`src/core/pwm_chan_pkg.sv`:
```
package pwm_chan_pkg;
    localparam int          CNT_W        = 16;
    localparam logic [15:0] CNT_START    = 16'h0000;
    localparam logic [15:0] CNT_RELOAD   = 16'h0001;
    localparam logic [15:0] PERIOD_RESET = 16'hFFFF;
    localparam logic [15:0] DUTY_RESET   = 16'h0000;
    localparam logic [15:0] ZERO_PERIOD  = 16'h0000;

    typedef enum logic [2:0] {
        ST_IDLE     = 3'b001,
        ST_RUN      = 3'b010,
        ST_DRAIN    = 3'b100
    } chan_state_t;
endpackage : pwm_chan_pkg

```
`src/core/pwm_channel.sv`:
```
// Operation
// RL1 - After every period, the first included, the counter reloads to one, not zero.
// RL2 - The first period after start counts from zero, one tick longer than later ones.
// RL3 - Enabling a channel in center-aligned mode raises its event at once.
// RL4 - Software enables and reads status before unmasking the interrupt in center mode.
// RL5 - A zero period written through the update value is ignored.
// RL6 - Software never writes zero as the update value.
// RL7 - After a mid-period disable the enable status reads one until the period ends.
// RL8 - Software trusts the status of a disabled channel only after one full period.
// RL9 - The counter steps once per channel tick and the period ends at the period value.
module pwm_channel
    import pwm_chan_pkg::*;
#(
    parameter int DIV_W = 8
)(
    input  wire logic             clk_sys,
    input  wire logic             rst,
    input  wire logic             ce,
    input  wire logic             chan_enable,
    input  wire logic             chan_disable,
    input  wire logic             center_align_select,
    input  wire logic             polarity,
    input  wire logic [DIV_W-1:0] div_ratio,
    input  wire logic [15:0]      init_period,
    input  wire logic [15:0]      duty,
    input  wire logic             update_write,
    input  wire logic [15:0]      channel_update_value,
    input  wire logic             event_clear,
    output logic                  pwm_out,
    output logic                  channel_enable_status_bit,
    output logic                  period_event,
    output logic [15:0]           counter,
    output logic [15:0]           period
);
    chan_state_t state;
    chan_state_t next_state;
    logic        tick;
    logic        first;
    logic        next_first;
    logic [15:0] next_counter;
    logic [15:0] next_period;
    logic [15:0] pending;
    logic [15:0] next_pending;
    logic        pend_valid;
    logic        next_pend_valid;
    logic        next_event;
    logic        next_status;
    logic        next_pwm;
    logic        period_end;
    logic        running;

    // A zero-width ratio leaves the divider without a counter
    if (DIV_W < 1)
    begin : g_bad_div_w
        $error("DIV_W must be at least 1");
    end

    tick_divider #(.DIV_W(DIV_W)) u_div (
        .clk_sys   (clk_sys),
        .rst       (rst),
        .ce        (ce),
        .div_ratio (div_ratio),
        .tick      (tick)
    );

    assign running    = (state == ST_RUN) || (state == ST_DRAIN);
    assign period_end = running && tick && (counter >= period); // [RL9]

    always_comb
    begin
        next_state      = state;
        next_first      = first;
        next_counter    = counter;
        next_period     = period;
        next_pending    = pending;
        next_pend_valid = pend_valid;
        next_event      = period_event;
        next_status     = channel_enable_status_bit;
        next_pwm        = pwm_out;
        case (state)
            ST_IDLE:
            begin
                next_pwm = polarity;
                if (chan_enable)
                begin
                    next_state   = ST_RUN;
                    next_counter = CNT_START; // [RL2]
                    next_first   = 1'b1;
                    next_status  = 1'b1;
                    next_period  = (init_period == ZERO_PERIOD) ? period : init_period;
                    if (center_align_select)
                        next_event = 1'b1; // [RL3]
                end
            end
            ST_RUN, ST_DRAIN:
            begin
                if (state == ST_RUN && chan_disable)
                    next_state = ST_DRAIN; // [RL7]
                if (tick)
                begin
                    if (period_end)
                    begin
                        next_counter = CNT_RELOAD; // [RL1]
                        next_first   = 1'b0;
                        next_event   = 1'b1;
                        if (pend_valid)
                        begin
                            next_period     = pending;
                            next_pend_valid = 1'b0;
                        end
                        if (state == ST_DRAIN || chan_disable)
                        begin
                            next_state  = ST_IDLE;
                            next_status = 1'b0; // [RL7]
                        end
                    end
                    else
                        next_counter = counter + 16'h0001; // [RL9]
                    next_pwm = (counter < duty) ? ~polarity : polarity;
                end
            end
            default:
            begin
                next_state = ST_IDLE;
            end
        endcase
        // Zero would stall the counter; keep the old value.
        // Placed after the case so a write on a period end is queued, not lost
        if (update_write && channel_update_value != ZERO_PERIOD) // [RL5]
        begin
            next_pending    = channel_update_value;
            next_pend_valid = 1'b1;
        end
        // Set wins over a same-cycle clear
        if (event_clear && !(period_end || (state == ST_IDLE && chan_enable
                                            && center_align_select)))
            next_event = 1'b0;
    end

    always_ff @(posedge clk_sys or posedge rst)
    begin
        if (rst)
        begin
            state                     <= ST_IDLE;
            first                     <= 1'b0;
            counter                   <= CNT_START;
            period                    <= PERIOD_RESET;
            pending                   <= PERIOD_RESET;
            pend_valid                <= 1'b0;
            period_event              <= 1'b0;
            channel_enable_status_bit <= 1'b0;
            pwm_out                   <= 1'b0;
        end
        else if (ce)
        begin
            state                     <= next_state;
            first                     <= next_first;
            counter                   <= next_counter;
            period                    <= next_period;
            pending                   <= next_pending;
            pend_valid                <= next_pend_valid;
            period_event              <= next_event;
            channel_enable_status_bit <= next_status;
            pwm_out                   <= next_pwm;
        end
    end

    property p_reload_one;
        @(posedge clk_sys) disable iff (rst)
        (ce && period_end) |=> (counter == CNT_RELOAD);
    endproperty
    a_reload_one: assert property (p_reload_one) else $error("counter not reloaded to one"); // [RL1]

    property p_first_zero;
        @(posedge clk_sys) disable iff (rst)
        (ce && state == ST_IDLE && chan_enable) |=> (counter == CNT_START && first);
    endproperty
    a_first_zero: assert property (p_first_zero) else $error("first period not from zero"); // [RL2]

    property p_center_event;
        @(posedge clk_sys) disable iff (rst)
        (ce && state == ST_IDLE && chan_enable && center_align_select) |=> period_event;
    endproperty
    a_center_event: assert property (p_center_event) else $error("no event on center enable"); // [RL3]

    property p_zero_ignored;
        @(posedge clk_sys) disable iff (rst)
        (ce && update_write && channel_update_value == ZERO_PERIOD && !pend_valid)
        |=> !pend_valid;
    endproperty
    a_zero_ignored: assert property (p_zero_ignored) else $error("zero period accepted"); // [RL5]

    property p_status_holds;
        @(posedge clk_sys) disable iff (rst)
        (ce && state == ST_RUN && chan_disable && !period_end)
        |=> channel_enable_status_bit && state == ST_DRAIN;
    endproperty
    a_status_holds: assert property (p_status_holds) else $error("status dropped early"); // [RL7]

    property p_status_falls;
        @(posedge clk_sys) disable iff (rst)
        (ce && state == ST_DRAIN && period_end) |=> !channel_enable_status_bit;
    endproperty
    a_status_falls: assert property (p_status_falls) else $error("status not cleared"); // [RL7]

    property p_count_step;
        @(posedge clk_sys) disable iff (rst)
        (ce && running && tick && !period_end) |=> (counter == $past(counter) + 16'h0001);
    endproperty
    a_count_step: assert property (p_count_step) else $error("counter did not step"); // [RL9]

    property p_end_event;
        @(posedge clk_sys) disable iff (rst)
        (ce && period_end) |=> period_event;
    endproperty
    a_end_event: assert property (p_end_event) else $error("period end without event"); // [RL9]

    property p_period_nonzero;
        @(posedge clk_sys) disable iff (rst)
        running |-> (period != ZERO_PERIOD);
    endproperty
    a_period_nonzero: assert property (p_period_nonzero) else $error("zero period active"); // [RL5]

    c_center: cover property (@(posedge clk_sys) disable iff (rst)
        state == ST_IDLE && chan_enable && center_align_select);
    c_drain: cover property (@(posedge clk_sys) disable iff (rst)
        state == ST_DRAIN && period_end);
    c_second: cover property (@(posedge clk_sys) disable iff (rst)
        period_end && !first);
    c_zero_refused: cover property (@(posedge clk_sys) disable iff (rst)
        running && update_write && channel_update_value == ZERO_PERIOD);
endmodule : pwm_channel

```
`src/core/tick_divider.sv`:
```
module tick_divider
    import pwm_chan_pkg::*;
#(
    parameter int DIV_W = 8
)(
    input  wire logic             clk_sys,
    input  wire logic             rst,
    input  wire logic             ce,
    input  wire logic [DIV_W-1:0] div_ratio,
    output logic                  tick
);
    logic [DIV_W-1:0] count;
    logic [DIV_W-1:0] next_count;
    logic             next_tick;

    // Checked at elaboration, before any cycle runs
    if (DIV_W < 1)
    begin : g_bad_div_w
        $error("DIV_W must be at least 1");
    end

    // Ratio 0 means every clock
    always_comb
    begin
        next_tick  = 1'b0;
        next_count = count + {{(DIV_W-1){1'b0}}, 1'b1};
        if (count >= div_ratio)
        begin
            next_count = '0;
            next_tick  = 1'b1;
        end
    end

    always_ff @(posedge clk_sys or posedge rst)
    begin
        if (rst)
        begin
            count <= '0;
            tick  <= 1'b0;
        end
        else if (ce)
        begin
            count <= next_count;
            tick  <= next_tick;
        end
    end
endmodule : tick_divider

```
`config.mk`:
```
export PLATFORM = sky130hd
export DESIGN_NAME = pwm_channel
export DESIGN_NICKNAME = d
export VERILOG_FILES = /design/src/core/pwm_chan_pkg.sv /design/src/core/pwm_channel.sv /design/src/core/tick_divider.sv
export SDC_FILE = /design/constraint.sdc
export NUM_CORES = 1
export LEC_CHECK = 0
export CAP_MARGIN = 15
export CELL_PAD_IN_SITES_DETAIL_PLACEMENT = 1
export CELL_PAD_IN_SITES_GLOBAL_PLACEMENT = 2
export CORE_MARGIN = 3
export CORE_UTILIZATION = 38
export CTS_CLUSTER_DIAMETER = 200
export DETAILED_ROUTE_END_ITERATION = 6
export DONT_BUFFER_PORTS = 1
export PLACE_DENSITY_LB_ADDON = 0.1
export SLEW_MARGIN = 20
export SYNTH_ARGS = -nofsm -noshare
export SYNTH_HDL_FRONTEND = slang
export SYNTH_SLANG_ARGS = --single-unit
```
`constraint.sdc`:
```
create_clock -name clk_sys -period 3.2 [get_ports clk_sys]
set_clock_uncertainty 0.05 [all_clocks]
set_input_delay 0.64 -clock clk_sys [delete_from_list [all_inputs] [get_ports clk_sys]]
set_output_delay 0.64 -clock clk_sys [all_outputs]
set_load 0.01 [all_outputs]
```
* Word-level counts from Yosys, hierarchy flattened
Index checks and enable logic that the tools add are counted.
** Storage, ports and cells
- Register bits :: 64
- Input port bits :: 65
- Output and inout port bits :: 35
- Word-level logic and storage cells :: 92
** Cells by class
- Add/subtract/negate cells :: 2
- Magnitude comparators :: 3
- Eq/ne operators :: 13
- Mux-type cells :: 36
- Bitwise operators :: 1
- Reductions and logical operators :: 27
** Operators by type and width (count)
- $mux W16 :: 8
- $pmux W16 S2 :: 2
- $add A16 B1 Y16 const B :: 1
- $ge A16 B16 Y1 :: 1
- $logic_not A16 Y1 :: 1
- $lt A16 B16 Y1 :: 1
- $mux W1 :: 16
- $reduce_bool A16 Y1 :: 1
- $mux W3 :: 5
- $reduce_and A6 Y1 :: 2
- $ne A2 B2 Y1 const B :: 5
- $ne A3 B2 Y1 const B :: 3
- $add A8 B1 Y8 const B :: 1
- $ge A8 B8 Y1 :: 1
- $mux W8 :: 1
- $reduce_and A4 Y1 :: 2
- $reduce_bool A2 Y1 :: 4
- $logic_and A1 B1 Y1 :: 7
- $reduce_and A7 Y1 :: 1
- $pmux W1 S2 :: 3
- $pmux W3 S2 :: 1
- $reduce_and A2 Y1 :: 2
- $eq A3 B1 Y1 const B :: 1
- $eq A3 B2 Y1 const B :: 1
- 9 further kinds :: 11

* Longest topological paths before layout
- Word-level depth :: 9
- Gate-level depth with buffers :: 9
- Depth with buffers taken out :: 8

* By module
From an unflattened synthesis, not the netlist that was laid out.
** Unflattened totals
- Cells, all modules :: 414
- Area, all modules :: 4209.0 um^2
** Modules (own cells, without submodules)
- pwm_channel :: times used 1, cells an instance 343, area an instance 3572.2 um^2, sequential area each 1417.6 um^2
- tick_divider :: times used 1, cells an instance 71, area an instance 636.9 um^2, sequential area each 225.2 um^2

* Least setup slack after synthesis
OpenSTA, ideal clock, no wires.
- Path kind :: register to register
- Start point :: reg period[13]
- End point :: reg counter[6]
- Arrival time :: 2242 ps
- Required time :: 3068 ps
- Slack :: 826 ps
- Stages on the path, launching flop included :: 9
- Clock period less this slack :: 2374 ps
- Path through :: dfstp_2 inv_1 ha_1 a21oi_1 o21ai_1 or3_1 a21o_1 or3_1 a31oi_1
** On the way
- Word-level cells in the longest chain between the ends :: 5
** Ends and longest elaborated chain
- from (decl) :: line pwm_channel.sv:33 : output logic [15:0] period
- from (signal assigned) :: line pwm_channel.sv:159 : period <= next_period;
- $ge A16 B16 Y1 :: line pwm_channel.sv:67 : assign period_end = running && tick && (counter >= period);
- $logic_and A1 B1 Y1 :: line pwm_channel.sv:67
- $mux W16 :: line pwm_channel.sv:101 : if (period_end)
- $mux W16 :: line pwm_channel.sv:99 : if (tick)
- $pmux W16 S2 :: line pwm_channel.sv:80 : case (state)
- to (signal assigned) :: line pwm_channel.sv:158 : counter <= next_counter;
- to (decl) :: line pwm_channel.sv:32 : output logic [15:0] counter,
No other way between the ends. The select of a mux whose other input is x is not followed.
A chain may end at the register's enable or synchronous reset.

* Final worst setup path
- Start point :: reg period[15]
- End point :: reg period[12]
** On the way
- Word-level cells in the longest chain between the ends :: 4
** Ends and longest elaborated chain (line)
- $ge A16 B16 Y1 :: pwm_channel.sv:67
- $logic_and A1 B1 Y1 :: pwm_channel.sv:67
- $ne A2 B2 Y1 (no source line)
- $reduce_and A7 Y1 (no source line)
No other way between the ends.

==> run summary <==
The run finished with clean final reports. The count of yosys warnings during synthesis is 0. Synthesis produced a netlist whose cell count is 457. The worst supply voltage drop on vdd is 0.000248 V. Adding up every negative setup slack in the final design gives 0 ns. The synthesized design spends more area on one cell type than any other, namely dfstp_2. The routability congestion estimate from global placement came out at 0.789.

The signal on the critical path passes through inv_1, ha_1, nand4_1, nor3_2, or3b_1, a31oi_4, buf_4, nor2_1, a31oi_1. The final hold slack is 0.351 ns. TritonCTS built the clock tree.

Synthesis inferred 64 register bits. The worst path arrival time came out at 2.95 ns. Setup repair after global routing left no endpoint under its margin. The flip-flop and latch area is 0.00164 mm^2. The number of distinct standard cells referenced by the synthesized netlist came out at 59. After clock tree synthesis, the clock-pin slew on the worst setup and hold paths is 0.08 ns.

The startpoint identified for the worst register-to-register timing path is period[15]. In the global route stage, overall resource usage came out at 19.7%. Across the run, the number of max-cap violations was 0. For the pin with the worst max-slew slack, the measured transition is 0.894 ns. For the worst flop-to-flop path, the logic depth is 9. The count of input and output buffers came out at 0. In this run the core area contains 37 standard-cell rows. The post-layout instance area came out at 0.00463 mm^2.

The number of sinks driven by the clock tree is 64. The number of buffers created by CTS came out at 9. Dividing total power by cell area gives a power density of 763 mW/mm^2. The first global-routing pass estimated 19,400 um of wire. The internal portion of total power is 2090 uW. The count of nets after finishing came out at 578.

The number of synthesized flops with an enable pin came out at 0. For this run, the leading register cell type out of synthesis is dfstp_2. The portion of total power attributed to sequential cells is 42.6%. The number of post-CTS setup repair buffers came out at 0. The area after detailed placement came out at 0.00442 mm^2. The number of fill cells in the layout is 1,258. The cell count after placement is 597. By area the synthesized netlist is led by dfstp_2 21%, dfrtp_1 18%, ha_1 12%, nand2_1 5.4%, mux2_2 4.3%.

The H-tree was split into 3 levels. Measured against its own limit, the worst slew margin works out to 40.2%. Detailed placement finished with a half-perimeter wire length of 9310 um.

The largest net degree at the start of global routing came out at 35. The buffer depth of the longest clock path is 2. Of the total power, the share spent switching nets is 40.7%. The total inserted antenna cells came out at 0. The critical path is of the reg2reg type.

In this design, the stage delay of the slowest critical-path cell is 0.58 ns. The proportion of netlist area held by the largest area contributor came out at 20.6%. The final-report setup violation count came out at 0. The first routing iteration left 115 violations. Once detail routing completed, the nets flagged for antenna violations numbered 0. The final hold violation count was 0. For this run, the detailed router's first-pass iteration total came to 4. The final worst-path cycle share came out at 85.2%. The critical path launch point type is a register. In this run the worst setup path begins at period[15]. The die outline height is 111 um. The area of the die came out at 0.0124 mm^2. The floorplan step defined a core boundary enclosing 0.0106 mm^2. The fraction of final layout cells with drive strength greater than 1 is 19.9%.

The power consumption came out at 3530 uW. The total overflow reported by the global router is 0. In this run, the clock network consumes 21.0% of the power. Of all nets on the critical path, the largest fanout is 32. The average size of a mapped cell is 9.20 um^2.

The via-per-instance ratio came out at 5.54. The vias after detailed routing is 3,396. The achievable clock frequency is 0.367 GHz.

The routed design has 11,900 um of wire. The relative contribution of combinational cells to total power came out at 36.4%. In this run the clock root is driven by a clkbuf_8. The initial antenna violation count is 0.

The final-report max-slew violation count came out at 0. At the worst endpoint, the required time is 3.42 ns. The count of instances resized after the clock tree is built came out at 0.

The count of unresolved DRC violations after routing is 0. The end point of the critical path is period[12]. Counting flops with an async set or reset pin after synthesis yields a share of 100%. The growth of design area from synthesis to finish is 10.1%.

The area used by multi-input combinational logic is 0.00231 mm^2. The shortest clock period the worst path allows after layout is 2.73 ns. When the netlist entered floorplanning its net count stood at 563.

The min-delay analysis places its worst path in the category in2reg. Summing the sequential cell areas from Yosys gives 39.1% of the chip area. The finished layout holds 613 standard cells, fillers aside.

The critical path endpoint category is a register. In this run, post-CTS hold repair placed 0 buffers. The slowest stage of the critical path is the dfstp_2 cell. In this run the critical register-to-register path is captured at period[12]. The post-synthesis cell area came out at 0.00420 mm^2. The leakage power summed over all cells came out at 0.00214 uW. 100 I/O pins were placed. The setup slack of the worst register-to-register path came out at 0.47 ns. The via count of the first global-routing pass came out at 3,604. For this design the total switching power over the nets is 1440 uW. The effective utilization at floorplan came out at 39.8%.

The horizontal die dimension came out at 111 um. At the later pin of the worst-skew pair, clock insertion delay measures 0.35 ns. The wire length per cell is 19.4 um.
==> synthesized netlist by cell type (all sizes together) (4+ instances only) <==
library cell and n:
a31oi 19, nand2 60, nand2b 5, clkbuf 5, ha 41, and3 6, nor4 9, a211oi 4
dfrtp 31, a21oi 24, buf 8, nand3 16, nand4 5, nor3 8, dfstp 33, mux2 16
nor2 38, o21ai 21, xnor2 4, inv 46, a22o 5, a22oi 7, nor2b 4, a21o 8
==> per-stage QoR <==
| stage | utilization [%] | worst slack, ns |
|---|---|---|
| 2_1_floorplan | - | 0.826 |
| 3_3_place_gp | 41.9 | 0.540 |
| 3_5_place_dp | 41.9 | 0.468 |
| 4_1_cts | 43.8 | 0.435 |
| 5_1_grt | 43.8 | 0.277 |
| 6_report | 43.8 | 0.474 |
==> cells by family after synthesis <==
group	share of synthesized area, %
simple gates	18.4
compound gates	18.4
flops	39.1
buf+inv	5.98
fa+ha+maj	12.2
mux	4.29
xor+xnor	1.64
==> critical path, delay by kind of cell (launching register included) <==
| family | cells | cell delay [ns] |
|---|---|---|
| adders and majority gates | 1 | 0.31 |
| and+or+nand+nor | 4 | 1.03 |
| buffers and inverters | 2 | 0.39 |
| DFF | 1 | 0.58 |
| AOI/OAI and AO/OA | 2 | 0.29 |
==> cells in the final DEF, fill, tap and decap left out, types with 2 or more instances in the layout <==
master and count:
xnor2_1 3, o32a_1 2, mux2_2 16, a22oi_1 6, nor3_2 2, nand3_1 16, a31oi_1 18, clkbuf_8 9
o2bb2ai_1 2, clkinv_2 3, nand2_1 60, o41ai_1 2, or3_1 3, nor3_1 6, a21o_1 8, and2_1 2
a21oi_1 24, a22o_1 5, nor2b_1 4, a211oi_1 4, nor2_1 37, dfrtp_1 31, nand4_1 5, o21ai_0 19
dfstp_2 33, o211ai_1 2, inv_1 45, o21bai_1 2, nor4_1 8, ha_1 41, buf_4 17, and3_1 5
xor2_1 3, nand2b_1 5
==> registers in the layout, indices dropped and copies added, names as in the netlist, 3 cells and up <==
signal and count:
state 3, counter 16, period 16, pending 16, u_div.count 8
==> routing by layer <==
metal  part of all wire [%]  routed length, um  track usage, %
met3                    6.2                740            6.00
met5                      0                  0               0
met1                     45               5390            25.3
met2                     47               5630            32.3
met4                    1.3                156            5.03
==> layout make-up <==
class                   instances  area share (%)
clock inverters                 5            1.16
multi-input cells             334            49.9
repair buffers                 17            2.76
flip-flops and latches         64            35.5
clock buffers                  11            3.30
inverters                      46            3.73
well taps                     136            3.68
==> power groups by stage <==
stage                     clock network, uW  logic [uW]  registers (uW)
after detailed placement                  0        1290            1530
after CTS                               765        1310            1520
after floorplan                           0         955            1450
final                                   742        1280            1500
after global placement                    0        1250            1520
after global routing                    809        1480            1550
==> worst min-delay path by stage <==
stage,depth (start not counted),from,endpoint
after floorplan,2,pending[0],period[0]
after global placement,2,pending[6],period[6]
after detailed placement,2,pending[9],period[9]
after CTS,2,init_period[1],period[1]
after global routing,2,init_period[0],period[0]
final,2,init_period[10],period[10]
Note: power is estimated with default switching activity, not from simulation.
